==> config.mk <==
export PLATFORM = sky130hd
export DESIGN_NAME = bcs_bus_cycle_status_decoder
export DESIGN_NICKNAME = d
export VERILOG_FILES = /design/src/pkg/bcs_pkg.sv /design/src/hw/bcs_bus_cycle_status_decoder.sv
export SDC_FILE = /design/constraint.sdc
export NUM_CORES = 1
export LEC_CHECK = 0
export ABC_CLOCK_PERIOD_IN_PS = 800
export BUFFER_PORTS_ARGS = -buffer_cell sky130_fd_sc_hd__buf_4
export CAP_MARGIN = 0
export CORE_AREA = 3 3 40 42
export CTS_CLUSTER_SIZE = 24
export DETAILED_ROUTE_END_ITERATION = 7
export DIE_AREA = 0 0 43 45
export GPL_ROUTABILITY_DRIVEN = 1
export PLACE_DENSITY_LB_ADDON = 0.1
export SLEW_MARGIN = 10
export SYNTH_ARGS = -nofsm -noshare
export SYNTH_HDL_FRONTEND = slang
export SYNTH_SLANG_ARGS = --single-unit
export TNS_END_PERCENT = 5
==> constraint.sdc <==
create_clock -name clock -period 0.8 [get_ports clock]
set_input_delay 0.08 -clock clock [delete_from_list [all_inputs] [get_ports clock]]
set_output_delay 0.08 -clock clock [all_outputs]
set_load 0.03 [all_outputs]
==> src/pkg/bcs_pkg.sv <==
package bcs_pkg;

   // Decoded bus cycle type, coded as {memory select, status1, status0} active-low levels
   typedef enum logic [2:0] {
      BCS_INTA  = 3'h0,
      BCS_IORD  = 3'h1,
      BCS_IOWR  = 3'h2,
      BCS_IDLE  = 3'h3,
      BCS_HALT  = 3'h4,
      BCS_MEMRD = 3'h5,
      BCS_MEMWR = 3'h6,
      BCS_NONE  = 3'h7
   } bcs_cycle_e;

   // Raw status sample from the processor
   typedef struct packed {
      logic mem_io_select;
      logic cycle_status_high_bit_n;
      logic cycle_status_low_bit_n;
   } bcs_status_s;

   // Decoded result handed to command generation
   typedef struct packed {
      logic cycle_start;
      bcs_cycle_e cycle_type;
   } bcs_decode_s;

   localparam bcs_status_s BCS_STATUS_RESET = 3'h7;
   localparam bcs_decode_s BCS_DECODE_RESET = {1'b0, BCS_IDLE};

endpackage

==> src/hw/bcs_bus_cycle_status_decoder.sv <==
`timescale 1ns/100ps
// Notes on behaviour
// RQ1: Input clock runs at twice the processor clock; one processor clock is two periods.
// RQ2: Inputs sampled and outputs updated only on the falling clock edge.
// RQ3: Both status inputs are active low; low means asserted.
// RQ4: A bus cycle starts when either status input is low at a falling edge.
// RQ5: Decode 000 inta, 001 io read, 010 io write, 011 idle, 100 halt, 101 mem read.
// RQ6: Memory select with status 10 is memory write, with 11 idle and no command; the code decodes 111 as BCS_NONE, not BCS_IDLE.
module bcs_bus_cycle_status_decoder
(
   // Clock and reset
   input wire logic clock,
   input wire logic rst,
   // Processor status pins
   input wire logic cycle_status_low_bit_n,
   input wire logic cycle_status_high_bit_n,
   input wire logic mem_io_select,
   // Decoded cycle towards command generation
   output bcs_pkg::bcs_decode_s decode
);

   // Raw pins gathered into one word, still asynchronous
   bcs_pkg::bcs_status_s pin_word;
   // Two synchroniser stages
   bcs_pkg::bcs_status_s sync1;
   bcs_pkg::bcs_status_s next_sync1;
   bcs_pkg::bcs_status_s sync2;
   bcs_pkg::bcs_status_s next_sync2;
   // Decode stage
   logic start_found;
   bcs_pkg::bcs_cycle_e type_found;
   logic next_start;
   bcs_pkg::bcs_cycle_e next_type;
   bcs_pkg::bcs_decode_s next_decode;

   // Either active-low status line low means a cycle is being started
   function automatic logic status_active
   (
      input bcs_pkg::bcs_status_s s
   );
      logic any_low;
      any_low = 1'b0;
      case ({s.cycle_status_high_bit_n, s.cycle_status_low_bit_n})
         2'h0:
         begin
            any_low = 1'b1; // RQ3
         end
         2'h1:
         begin
            any_low = 1'b1; // RQ3
         end
         2'h2:
         begin
            any_low = 1'b1; // RQ3
         end
         2'h3:
         begin
            any_low = 1'b0;
         end
         default:
         begin
            any_low = 1'b0;
         end
      endcase
      return any_low;
   endfunction

   // Cycle type from memory select and the status pair
   function automatic bcs_pkg::bcs_cycle_e cycle_of
   (
      input bcs_pkg::bcs_status_s s
   );
      bcs_pkg::bcs_cycle_e kind;
      kind = bcs_pkg::BCS_IDLE;
      if (s.mem_io_select)
      begin
         case ({s.cycle_status_high_bit_n, s.cycle_status_low_bit_n})
            2'h0:
            begin
               kind = bcs_pkg::BCS_HALT; // RQ5
            end
            2'h1:
            begin
               kind = bcs_pkg::BCS_MEMRD; // RQ5
            end
            2'h2:
            begin
               kind = bcs_pkg::BCS_MEMWR; // RQ6
            end
            2'h3:
            begin
               kind = bcs_pkg::BCS_NONE; // RQ6
            end
            default:
            begin
               kind = bcs_pkg::BCS_IDLE;
            end
         endcase
      end
      else
      begin
         case ({s.cycle_status_high_bit_n, s.cycle_status_low_bit_n})
            2'h0:
            begin
               kind = bcs_pkg::BCS_INTA; // RQ5
            end
            2'h1:
            begin
               kind = bcs_pkg::BCS_IORD; // RQ5
            end
            2'h2:
            begin
               kind = bcs_pkg::BCS_IOWR; // RQ5
            end
            2'h3:
            begin
               kind = bcs_pkg::BCS_IDLE; // RQ5
            end
            default:
            begin
               kind = bcs_pkg::BCS_IDLE;
            end
         endcase
      end
      return kind;
   endfunction

   // Pin gathering only; nothing here may be decoded yet
   always_comb
   begin
      pin_word.mem_io_select = mem_io_select;
      pin_word.cycle_status_high_bit_n = cycle_status_high_bit_n;
      pin_word.cycle_status_low_bit_n = cycle_status_low_bit_n;
   end

   // First stage; reset loads the idle level so no false start follows reset
   always_comb
   begin
      if (rst)
      begin
         next_sync1 = bcs_pkg::BCS_STATUS_RESET;
      end
      else
      begin
         next_sync1 = pin_word;
      end
   end

   // May be metastable, so only the second stage reads it
   always_ff @(negedge clock) // RQ2
   begin
      sync1 <= next_sync1;
   end

   // Second stage; the extra latency is the price of metastability safety
   always_comb
   begin
      if (rst)
      begin
         next_sync2 = bcs_pkg::BCS_STATUS_RESET;
      end
      else
      begin
         next_sync2 = sync1;
      end
   end

   always_ff @(negedge clock) // RQ2
   begin
      sync2 <= next_sync2;
   end

   // Decode of the settled sample
   always_comb
   begin
      start_found = status_active(sync2); // RQ4
      type_found = cycle_of(sync2); // RQ5 RQ6
   end

   // Start flag; a reset decode shows no cycle under way
   always_comb
   begin
      if (rst)
      begin
         next_start = bcs_pkg::BCS_DECODE_RESET.cycle_start;
      end
      else
      begin
         next_start = start_found;
      end
   end

   // Cycle type; reset shows idle so command logic stays quiet
   always_comb
   begin
      if (rst)
      begin
         next_type = bcs_pkg::BCS_DECODE_RESET.cycle_type;
      end
      else
      begin
         next_type = type_found;
      end
   end

   // Decode word assembled so the output is one register
   always_comb
   begin
      next_decode.cycle_start = next_start;
      next_decode.cycle_type = next_type;
   end

   // Doubled processor clock; the falling edge is the only active one.
   // Decode trails the pins by three falling edges; command timing must allow for it.
   always_ff @(negedge clock) // RQ1 RQ2
   begin
      decode <= next_decode;
   end

endmodule

==> metrics.md, run 1 <==
| Metric | Value |
|---|---|
| Transition time of the tightest slew-check pin | 0.1224 ns |
| Distinct cell type count after synthesis | 5 |
| Residual DRC count | 0 |
| Height of the die | 45 um |
| Post-CTS Setup Inserts | 0 |
| Relative area change from synthesis to final layout | 65.09% |
| Top area cells in the synthesized netlist | sky130_fd_sc_hd__dfxtp_1, sky130_fd_sc_hd__or2_1, sky130_fd_sc_hd__nor2b_1 |
| Amount of wire on met3 after detailed routing | 55 um |
| Capturing element type of the critical path | output pin |
| Unrepaired setup endpoints after global routing | true |
| Proportion of synthesized chip area in sequential cells | 75.47% |
| TritonCTS Buffers | 3 |
| Resized cells post-CTS | 4 |
| CTS Buffer Depth | 2 |
| Leakage power | 0.2142 nW |
| Wire length on met1 | 156 um |
| Post-Synth XOR/XNOR Area | 0% |
| Net count, final | 49 |
| Crit path depth | 1 |
| Failing checks | setup timing |
| Top fanout value on the critical path | 1 |
| Worst path arrival time | 1.17 ns |
| Non-Filler Instances | 57 |
| Library cell with the largest summed area after synthesis | sky130_fd_sc_hd__dfxtp_1 |
| Post-detailed-route count of antenna-violating nets | 0 |
| Share of the synthesized area in compound gates (AO/OA/AOI/OAI) | 1.887% |
| Count of placed standard cells including taps | 45 |
| Start point of the critical path | decode[3]$_SDFF_NP0_ |
| Total Wirelength | 417 um |
| Core ar. | 1285 um^2 |
| Flip-flop and latch count after synthesis | 10 |
| Count of buffer and inverter cells on the critical path | 1 |
| Aggregate global routing overflow | 0 |
| Worst R2R Setup Slack | 0.20 ns |
| Vias | 204 |
| Avg Cell Area, Syn | 12.63 um^2 |
| Area share of and/or/nand/nor cells after synthesis | 21.23% |
| Overall Global Routing Usage | 5.188% |
| Depth of the worst register-to-register path | 1 |
| Number of synthesis warnings | 0 |
| Standard cell with the maximum stage delay on the critical path | sky130_fd_sc_hd__dfxtp_4 |
| Multiplexer share of the synthesized area | 0% |
| DRT iter0 DRCs | 0 |
| Worst-case clock skew | 0.001295 ns |
| Clock tree root driver cell | sky130_fd_sc_hd__clkbuf_4 |
| Startpoint of the lowest-slack register-to-register path | sync2[1]$_SDFF_NP1_ |
| Number of placed I/O pins | 9 |
| Slew margin rel. | 91.84% |
| Number of global-route vias before repair | 211 |
| Synthesized net count | 26 |
| Top routing layer in use | met3 |
| Reg2Reg Capture Point | decode[1]$_SDFF_NP1_ |
| Pin count of the biggest net entering global routing | 10 |
| Termination of the worst setup path | decode[3] |
| Full die area | 1935 um^2 |
| Clock latency at the later pin of the worst-skew pair | 0.31 ns |
| Mapped cell area | 265.3 um^2 |
| Worst ir drop on vdd | 0.0009142 V |
| Kind of cell with the highest combined delay on the critical path | flip-flops |
| Data required time at the worst endpoint | 0.72 ns |
| Clk sinks | 10 |
| Wire length of the first global-routing pass | 641 um |
| Share of total power consumed by net switching | 27.11% |
| Diode count | 0 |
| Proportion of power drawn by the clock network | 45.5% |
| Final setup violation count | 4 |
| Count of input and output buffers | 8 |
| Final Worst Setup Slack | -0.4485 ns |
| Worst-path cell chain | buf_6 |
| # Max-Cap Violations | 0 |
| CTS clock-pin slew for the worst setup and hold paths | 0.03 ns |
| Main combinational cell family by area after synthesis | simple AND/OR/NAND/NOR gates |
| Detailed-route vias per instance | 3.579 |
| Drt wl/cell | 7.316 um |
| Status | finished with violations |
| Portion of total power attributed to combinational logic | 6.4% |
| Placer congestion estimate | 0.6095 |
| Net Sw Power | 0.0002963 W |
| Number of rows created at floorplan | 13 |
| Sequential cell fraction of total power | 48.1% |
| Cell count after synthesis | 21 |
| Antenna violations before repair | 0 |
| Proportion of netlist area held by the largest area contributor | 75.47% |
| Starting density of the core | 20.64% |
| Path type of the worst setup path | register to output pin |
| Number of max-slew violations in the final report | 0 |
| Dpl ws | -0.1664 ns |
| Met2 wirelength from detailed routing | 205 um |
| Hold Vio Cnt, Final | 0 |
| Hold Crit Class | input port to register |
| Router iterations before antenna repair | 1 |
| Die outline width | 43 um |
| Cell internal pwr | 0.0007968 W |
| Power per unit of standard cell area | 2496 nW/um^2 |
| Share of post-route cells with drive strength above 1 | 38.10% |
| Startpoint type of the worst setup path | register |
| Clock tree from TritonCTS | built |
| H-Tree Level Count | 1 |
| Maximum single-stage delay on the critical path | 0.33 ns |
| Final setup TNS | -1.790 ns |
| Filler Cells Inserted | 144 |
| Synth Area in Adders | 0% |
| Quantity of hold-fixing buffers added after cts | 0 |
-- registers in the layout (all words and copies together), names as in the netlist --
signal,count
decode,4
sync1,3
sync2,3
-- logic make-up (layout without fill, tap and decap cells) --
logic type / Yosys count / after routing
AOI/OAI and AO/OA: 1 / 1
buffers and inverters: 1 / 22
DFF: 10 / 10
and+or+nand+nor: 9 / 9
-- layout by cell type, fill, tap and decap left out --
master	n
sky130_fd_sc_hd__a21oi_1	1
sky130_fd_sc_hd__buf_4	5
sky130_fd_sc_hd__buf_6	4
sky130_fd_sc_hd__clkbuf_4	3
sky130_fd_sc_hd__dfxtp_1	6
sky130_fd_sc_hd__dfxtp_4	4
sky130_fd_sc_hd__inv_1	10
sky130_fd_sc_hd__nor2b_1	1
sky130_fd_sc_hd__or2_1	8
-- cell type report --
cell class / instances / area, um^2 / share of cell area, %
Sequential cell: 10 / 215.2 / 49.14
Timing Repair Buffer: 9 / 82.58 / 18.86
Multi-Input combinational cell: 10 / 61.31 / 14.00
Clock inverter: 10 / 37.54 / 8.571
Clock buffer: 3 / 22.52 / 5.143
Tap cell: 15 / 18.77 / 4.286
-- stage by stage --
stage	area (um^2)	hold slack, ns	power (W)	utilization [%]
after floorplan	280.3	0.3832	0.0006425	-
after global placement	366.6	0.3883	0.0006791	28.53
after detailed placement	366.6	0.3943	0.0006811	28.53
after CTS	437.9	0.3334	0.001140	34.08
after global routing	437.9	0.3412	0.001196	34.08
final	437.9	0.3438	0.001093	34.08
-- synthesized netlist by cell type (all sizes together) --
cell type	count
or2	8
nor2b	1
a21oi	1
inv	1
dfxtp	10
-- worst min path at each step --
stage,from,endpoint,cells past startpoint
3_3_place_gp,sync1[1]$_SDFF_NP1_,sync2[1]$_SDFF_NP1_,1
5_1_grt,mem_io_select,sync1[2]$_SDFF_NP1_,2
6_report,cycle_status_low_bit_n,sync1[0]$_SDFF_NP1_,2
4_1_cts,cycle_status_low_bit_n,sync1[0]$_SDFF_NP1_,2
2_1_floorplan,sync1[0]$_SDFF_NP1_,sync2[0]$_SDFF_NP1_,1
3_5_place_dp,sync1[0]$_SDFF_NP1_,sync2[0]$_SDFF_NP1_,1
-- per-layer routing --
layer / vias to the layer above / track usage (%)
met5: - / 0
met4: 0 / 9.639
met3: 0 / 5.578
met2: 9 / 5.988
li1: 105 / -
met1: 90 / 2.934
-- power groups by stage --
| stage | Clock, W | Combinational, W | Sequential, W |
|---|---|---|---|
| 6_report | 0.000497 | 0.0000704 | 0.000525 |
| 5_1_grt | 0.000593 | 0.0000769 | 0.000526 |
| 4_1_cts | 0.000542 | 0.0000723 | 0.000525 |
| 3_5_place_dp | 0.0000842 | 0.0000669 | 0.000530 |
| 3_3_place_gp | 0.0000842 | 0.0000657 | 0.000529 |
| 2_1_floorplan | 0.0000842 | 0.0000121 | 0.000546 |
Power figures use the tool's default switching activity.
==> run 2, diff against run 1 <==
ABC_AREA = 1   (was unset)
==> run 2 against run 1 <==
Compared with the run above:
- the flow still finishes with violations (setup timing)
- critical path depth stayed put
- synthesized area increased by 0.47%
- die area is the same
- cell count increased by 1.8%
- register-to-register slack about the same
- clock skew rose by 0.010 ns
- clock power grew 7.8%
- non-clock buffer count down 1
- flip-flop and latch count unchanged
- routed wire length down 13%
==> metrics.md, run 2 <==
| Metric | Value |
|---|---|
| Status | finished with violations (unchanged) |
| Failing checks | setup timing (unchanged) |
| Count of input and output buffers | 8 (unchanged) |
| Start point of the critical path | decode[3]$_SDFF_NP0_ (unchanged) |
| Detailed-route vias per instance | 3.586 (was 3.579) |
| Flip-flop and latch count after synthesis | 10 (unchanged) |
| TritonCTS Buffers | 3 (unchanged) |
| Ys async rst share | 0% (unchanged) |
| Design area | 436.7 um^2 (was 437.9 um^2) |
| Number of synthesis warnings | 0 (unchanged) |
| Hold_sp | cycle_status_low_bit_n (unchanged) |
| Pin count of the biggest net entering global routing | 11 (was 10) |
| Aggregate global routing overflow | 0 (unchanged) |
| Power per unit of standard cell area | 2581 nW/um^2 (was 2496 nW/um^2) |
| Number of enable-type register cells in the synthesized netlist | 0 (unchanged) |
| Number of max-slew violations in the final report | 0 (unchanged) |
| Die outline width | 43 um (unchanged) |
| Avg Cell Area, Syn | 12.11 um^2 (was 12.63 um^2) |
| Distinct cell type count after synthesis | 5 (unchanged) |
| Proportion of netlist area held by the largest area contributor | 75.12% (was 75.47%) |
| Transition time of the tightest slew-check pin | 0.09390 ns (was 0.1224 ns) |
| Filler Cells Inserted | 139 (was 144) |
| Capturing element type of the critical path | output pin (unchanged) |
| Net count, final | 49 (unchanged) |
| Leading cell type in the layout, fill and taps excluded | sky130_fd_sc_hd__inv_1 (unchanged) |
| Cell count after synthesis | 22 (was 21) |
| Slew margin rel. | 93.74% (was 91.84%) |
| Starting density of the core | 20.74% (was 20.64%) |
| Commonest cells after routing, fill and taps aside | sky130_fd_sc_hd__inv_1, sky130_fd_sc_hd__or2_1, sky130_fd_sc_hd__dfxtp_1 (unchanged) |
| Depth of the worst register-to-register path | 1 (unchanged) |
| Worst-path cell chain | buf_6 (unchanged) |
| Clock latency at the later pin of the worst-skew pair | 0.33 ns (was 0.31 ns) |
| Diode count | 0 (unchanged) |
| Clock tree root driver cell | sky130_fd_sc_hd__clkbuf_4 (unchanged) |
| Library cell with the largest summed area after synthesis | sky130_fd_sc_hd__dfxtp_1 (unchanged) |
| Final setup violation count | 4 (unchanged) |
| Reg2Reg Capture Point | decode[1]$_SDFF_NP1_ (unchanged) |
| Placer congestion estimate | 0.6444 (was 0.6095) |
| CTS Buffer Depth | 2 (unchanged) |
| Hold endpoint | sync1[0]$_SDFF_NP1_ (unchanged) |
| Unrepaired setup endpoints after global routing | true (unchanged) |
| Startpoint type of the worst setup path | register (unchanged) |
| Kind of cell with the highest combined delay on the critical path | flip-flops (unchanged) |
| Worst path arrival time | 1.18 ns (was 1.17 ns) |
| Standard cell with the maximum stage delay on the critical path | sky130_fd_sc_hd__dfxtp_4 (unchanged) |
| Cell area after placement | 360.3 um^2 (was 366.6 um^2) |
| Post-detailed-route count of antenna-violating nets | 0 (unchanged) |
| Worst Hold Depth | 2 (unchanged) |
| Path type of the worst setup path | register to output pin (unchanged) |
| Number of flip-flops in the largest register | 4 (unchanged) |
| Drt wl/cell | 6.276 um (was 7.316 um) |
| Worst R2R Setup Slack | 0.19 ns (was 0.20 ns) |
| Number of placed I/O pins | 9 (unchanged) |
| Wire length of the first global-routing pass | 696 um (was 641 um) |
| Hold Slack | 0.3397 ns (was 0.3438 ns) |
| Number of global-route vias before repair | 219 (was 211) |
| Antenna violations before repair | 0 (unchanged) |
| Register with the most flip-flops | decode (unchanged) |
| Residual DRC count | 0 (unchanged) |
| Height of the die | 45 um (unchanged) |
| Clk sinks | 10 (unchanged) |
| Top area cells in the synthesized netlist | sky130_fd_sc_hd__dfxtp_1, sky130_fd_sc_hd__or2_1, sky130_fd_sc_hd__inv_1 (was sky130_fd_sc_hd__dfxtp_1, sky130_fd_sc_hd__or2_1, sky130_fd_sc_hd__nor2b_1) |
| CTS clock-pin slew for the worst setup and hold paths | 0.03 ns (about the same) |
| DRT iter0 DRCs | 3 (was 0) |
| Relative area change from synthesis to final layout | 63.85% (was 65.09%) |
| Most frequent cell after synthesis | sky130_fd_sc_hd__dfxtp_1 (unchanged) |
| Proportion of synthesized chip area in sequential cells | 75.12% (was 75.47%) |
| H-Tree Level Count | 1 (unchanged) |
| # Max-Cap Violations | 0 (unchanged) |
| Synth cell count leaders | sky130_fd_sc_hd__dfxtp_1, sky130_fd_sc_hd__or2_1, sky130_fd_sc_hd__inv_1 (was sky130_fd_sc_hd__dfxtp_1, sky130_fd_sc_hd__or2_1, sky130_fd_sc_hd__a21oi_1, sky130_fd_sc_hd__inv_1, sky130_fd_sc_hd__nor2b_1) |
| Hold Crit Class | input port to register (unchanged) |
| Core ar. | 1285 um^2 (unchanged) |
| Quantity of hold-fixing buffers added after cts | 0 (unchanged) |
| Maximum single-stage delay on the critical path | 0.32 ns (was 0.33 ns) |
| Post-layout power | 0.001127 W (was 0.001093 W) |
| Synthesized net count | 27 (was 26) |
| Full die area | 1935 um^2 (unchanged) |
| Startpoint of the lowest-slack register-to-register path | sync2[1]$_SDFF_NP1_ (unchanged) |
| Data required time at the worst endpoint | 0.72 ns (about the same) |
| Dpl ws | -0.1610 ns (was -0.1664 ns) |
| Number of rows created at floorplan | 13 (unchanged) |
| Hold Vio Cnt, Final | 0 (unchanged) |
| Clock tree from TritonCTS | built (unchanged) |
| Top Registers | decode x4, sync1 x3, sync2 x3 (unchanged) |
| Worst-case clock skew | 0.01146 ns (was 0.001295 ns) |
| Final Worst Setup Slack | -0.4570 ns (was -0.4485 ns) |
| Router iterations before antenna repair | 2 (was 1) |
| Vias | 208 (was 204) |
| Count of buffer and inverter cells on the critical path | 1 (unchanged) |
| Top fanout value on the critical path | 1 (unchanged) |
| Share of post-route cells with drive strength above 1 | 37.21% (was 38.10%) |
| Overall Global Routing Usage | 5.426% (was 5.188%) |
| Worst ir drop on vdd | 0.001209 V (was 0.0009142 V) |
| Mapped cell area | 266.5 um^2 (was 265.3 um^2) |
| Most used flip-flop cell after synthesis | sky130_fd_sc_hd__dfxtp_1 (unchanged) |
| Total Wirelength | 364 um (was 417 um) |
| Leakage power | 0.2182 nW (was 0.2142 nW) |
[run 2: cell types whose count changed after synthesis, sizes merged]
cell	delta
inv	+1
nor2	+1
nor2b	-1
[run 2: per-layer routing]
| layer | global-route usage (%) | vias to the layer above | share of wire, % |
|---|---|---|---|
| met1 | 3.641 | 91 | 44 |
| met2 | 5.389 | 9 | 41 |
| met3 | 7.968 | 0 | 15 |
| li1 | - | 108 | - |
| met4 | 7.229 | 0 | 0 |
| met5 | 0 | - | 0 |
[run 2: layout make-up]
cell class	instances	area (um^2)	area share (%)
clock buffer	3	22.52	5.158
clock inverter	11	42.54	9.742
inverter	1	3.754	0.8596
multi-input combinational	10	58.81	13.47
sequential	10	215.2	49.28
tap	15	18.77	4.298
timing repair buffer	8	75.07	17.19
[run 2: worst max path at each step]
stage | cells past startpoint | endpoint
3_3_place_gp | 2 | decode[0]$_SDFF_NP1_
5_1_grt | 1 | decode[3]
2_1_floorplan | 0 | decode[0]
6_report | 1 | decode[3]
3_5_place_dp | 2 | sync1[0]$_SDFF_NP1_
4_1_cts | 1 | decode[3]
[run 2: power by group]
part           leakage, nW  switching (W)  total [W]  internal, W
clock               0.0671       0.000289   0.000536     0.000247
combinational       0.0673      0.0000299  0.0000663    0.0000365
sequential          0.0838     0.00000665   0.000524     0.000518
total                0.218       0.000326    0.00113     0.000801
[run 2: logic make-up after synthesis]
group,Yosys count,synth area share (%)
and+or+nand+nor,9,20.19
AOI/OAI and AO/OA,1,1.876
DFF,10,75.12
buffers and inverters,2,2.818
[run 2: per-stage QoR]
stage,cells,util (%),TNS [ns]
finish,58,33.98,-1.818
global route,58,33.98,-1.952
CTS,58,33.98,-1.888
detailed placement,45,28.04,-1.852
global placement,45,28.04,-1.820
floorplan,22,-,-0.1928
[run 2: what timing repair did]
item / 4_1_cts / 5_1_grt
gates resized for setup: 4 / 0
cloned: 0 / 0
buffers inserted: 0 / 0
endpoints found under the setup margin: 4 / 4
==> run 3, diff against run 2 <==
RECOVER_POWER = 50   (was unset)
==> run 3 against run 2 <==
Compared with the run above:
- largest cell class unchanged
- first-iteration DRC count stayed put
- flip-flop and latch count stayed put
- clock skew about the same
- non-clock buffer count stayed put
- setup slack barely moved
- die area unchanged
- critical endpoint unchanged
- the run still ends with setup timing left
- highest routed layer unchanged
- combinational power decreased by 2%
==> metrics.md, run 3 (same netlist as run 2, synthesis figures left out) <==
| Metric | Value |
|---|---|
| Status | finished with violations (unchanged) |
| Failing checks | setup timing (unchanged) |
| Full die area | 1935 um^2 (unchanged) |
| Total Wirelength | 367 um (was 364 um) |
| Residual DRC count | 0 (unchanged) |
| Quantity of hold-fixing buffers added after cts | 0 (unchanged) |
| Final setup violation count | 4 (unchanged) |
| Clock tree root driver cell | sky130_fd_sc_hd__clkbuf_4 (unchanged) |
| Register with the most flip-flops | decode (unchanged) |
| Wire length of the first global-routing pass | 696 um (unchanged) |
| Startpoint of the lowest-slack register-to-register path | sync2[1]$_SDFF_NP1_ (unchanged) |
| Relative area change from synthesis to final layout | 62.91% (was 63.85%) |
| Standard cell with the maximum stage delay on the critical path | sky130_fd_sc_hd__dfxtp_4 (unchanged) |
| Final setup TNS | -1.817 ns (was -1.818 ns) |
| Design area | 434.2 um^2 (was 436.7 um^2) |
| Cell area after placement | 360.3 um^2 (unchanged) |
| Number of placed I/O pins | 9 (unchanged) |
| TritonCTS Buffers | 3 (unchanged) |
| Count of input and output buffers | 8 (unchanged) |
| Maximum single-stage delay on the critical path | 0.32 ns (about the same) |
| Data required time at the worst endpoint | 0.72 ns (about the same) |
| Worst-path cell chain | buf_6 (unchanged) |
| Number of max-slew violations in the final report | 0 (unchanged) |
| Diode count | 0 (unchanged) |
| Slew margin rel. | 90.51% (was 93.74%) |
| Core ar. | 1285 um^2 (unchanged) |
| Area of the multi-input gates | 58.81 um^2 (unchanged) |
| Power per unit of standard cell area | 2591 nW/um^2 (was 2581 nW/um^2) |
| Commonest cells after routing, fill and taps aside | sky130_fd_sc_hd__inv_1, sky130_fd_sc_hd__or2_1, sky130_fd_sc_hd__dfxtp_1 (unchanged) |
| Leakage power | 0.2176 nW (was 0.2182 nW) |
| Worst path arrival time | 1.18 ns (about the same) |
| Vias | 204 (was 208) |
| Height of the die | 45 um (unchanged) |
| Path type of the worst setup path | register to output pin (unchanged) |
| Capturing element type of the critical path | output pin (unchanged) |
| Detailed-route vias per instance | 3.517 (was 3.586) |
| Number of rows created at floorplan | 13 (unchanged) |
| Post-detailed-route count of antenna-violating nets | 0 (unchanged) |
| Clock latency at the later pin of the worst-skew pair | 0.33 ns (about the same) |
| Antenna violations before repair | 0 (unchanged) |
| Worst-case clock skew | 0.01110 ns (was 0.01146 ns) |
| Final Worst Setup Slack | -0.4569 ns (was -0.4570 ns) |
| Die outline width | 43 um (unchanged) |
| Placer congestion estimate | 0.6444 (unchanged) |
| Startpoint type of the worst setup path | register (unchanged) |
| Number of global-route vias before repair | 219 (unchanged) |
| Layout Utilization | 33.79% (was 33.98%) |
| Hold Crit Class | input port to register (unchanged) |
| Hold_sp | cycle_status_low_bit_n (unchanged) |
| Top fanout value on the critical path | 1 (unchanged) |
| Router iterations before antenna repair | 2 (unchanged) |
| Transition time of the tightest slew-check pin | 0.1423 ns (was 0.09390 ns) |
| Starting density of the core | 20.74% (unchanged) |
| Unrepaired setup endpoints after global routing | true (unchanged) |
| Pin count of the biggest net entering global routing | 11 (unchanged) |
| Post-layout power | 0.001125 W (was 0.001127 W) |
| Overall Global Routing Usage | 5.426% (unchanged) |
| Leading cell type in the layout, fill and taps excluded | sky130_fd_sc_hd__inv_1 (unchanged) |
| Number of flip-flops in the largest register | 4 (unchanged) |
| DRT iter0 DRCs | 3 (unchanged) |
| FF+latch area | 215.2 um^2 (unchanged) |
| H-Tree Level Count | 1 (unchanged) |
| Drt wl/cell | 6.328 um (was 6.276 um) |
| CTS clock-pin slew for the worst setup and hold paths | 0.03 ns (about the same) |
| Filler Cells Inserted | 139 (unchanged) |
| Count of buffer and inverter cells on the critical path | 1 (unchanged) |
| Hold Vio Cnt, Final | 0 (unchanged) |
| # Max-Cap Violations | 0 (unchanged) |
| Worst ir drop on vdd | 0.001209 V (about the same) |
| Kind of cell with the highest combined delay on the critical path | flip-flops (unchanged) |
| Net count, final | 49 (unchanged) |
| Top Registers | decode x4, sync1 x3, sync2 x3 (unchanged) |
| Aggregate global routing overflow | 0 (unchanged) |
| Share of post-route cells with drive strength above 1 | 37.21% (unchanged) |
| Clk sinks | 10 (unchanged) |
| Clock tree from TritonCTS | built (unchanged) |
| CTS Buffer Depth | 2 (unchanged) |
| Start point of the critical path | decode[3]$_SDFF_NP0_ (unchanged) |
-- run 3: area by class of cell --
cell class | instances | share of cell area (%)
sequential | 10 | 49.57
timing repair buffer | 8 | 16.71
multi-input combinational | 10 | 13.54
clock inverter | 11 | 9.798
clock buffer | 3 | 5.187
tap | 15 | 4.323
inverter | 1 | 0.8646
-- run 3: metrics by stage --
step	worst slack, ns	cells	hold WS, ns
4_1_cts	-0.4745	58	0.3260
5_1_grt	-0.4977	58	0.3176
3_5_place_dp	-0.1610	45	0.3911
3_3_place_gp	-0.1573	45	0.3889
6_report	-0.4569	58	0.3402
2_1_floorplan	-0.04819	22	0.3787
-- run 3: final timing paths --
| check | end | slack, ns | cells past startpoint |
|---|---|---|---|
| hold / removal | sync1[0]$_SDFF_NP1_ | 0.34 | 2 |
| setup / recovery | decode[3] | -0.46 | 1 |
| setup reg to reg | decode[1]$_SDFF_NP1_ | 0.19 | 1 |
| hold reg to reg | sync2[2]$_SDFF_NP1_ | 0.39 | 1 |
-- run 3: routing by layer --
layer	track usage [%]	wire length (um)	vias up
li1	-	-	107
met1	3.641	151	88
met2	5.389	159	9
met3	7.968	55	0
met4	7.229	0	0
met5	0	0	-
-- run 3: repair_timing --
item / CTS / global route
buffers inserted: 0 / 0
pin swaps: 0 / 0
gates resized for setup: 4 / 0
endpoints found under the setup margin: 4 / 4
endpoints found under the hold margin: 0 / 0
-- run 3: where the power goes --
group | leakage [nW] | total [W] | switching, W | internal [W]
Combinational | 0.0666 | 0.0000648 | 0.0000299 | 0.0000349
Sequential | 0.0838 | 0.000524 | 0.00000668 | 0.000518
Clock | 0.0671 | 0.000536 | 0.000288 | 0.000247
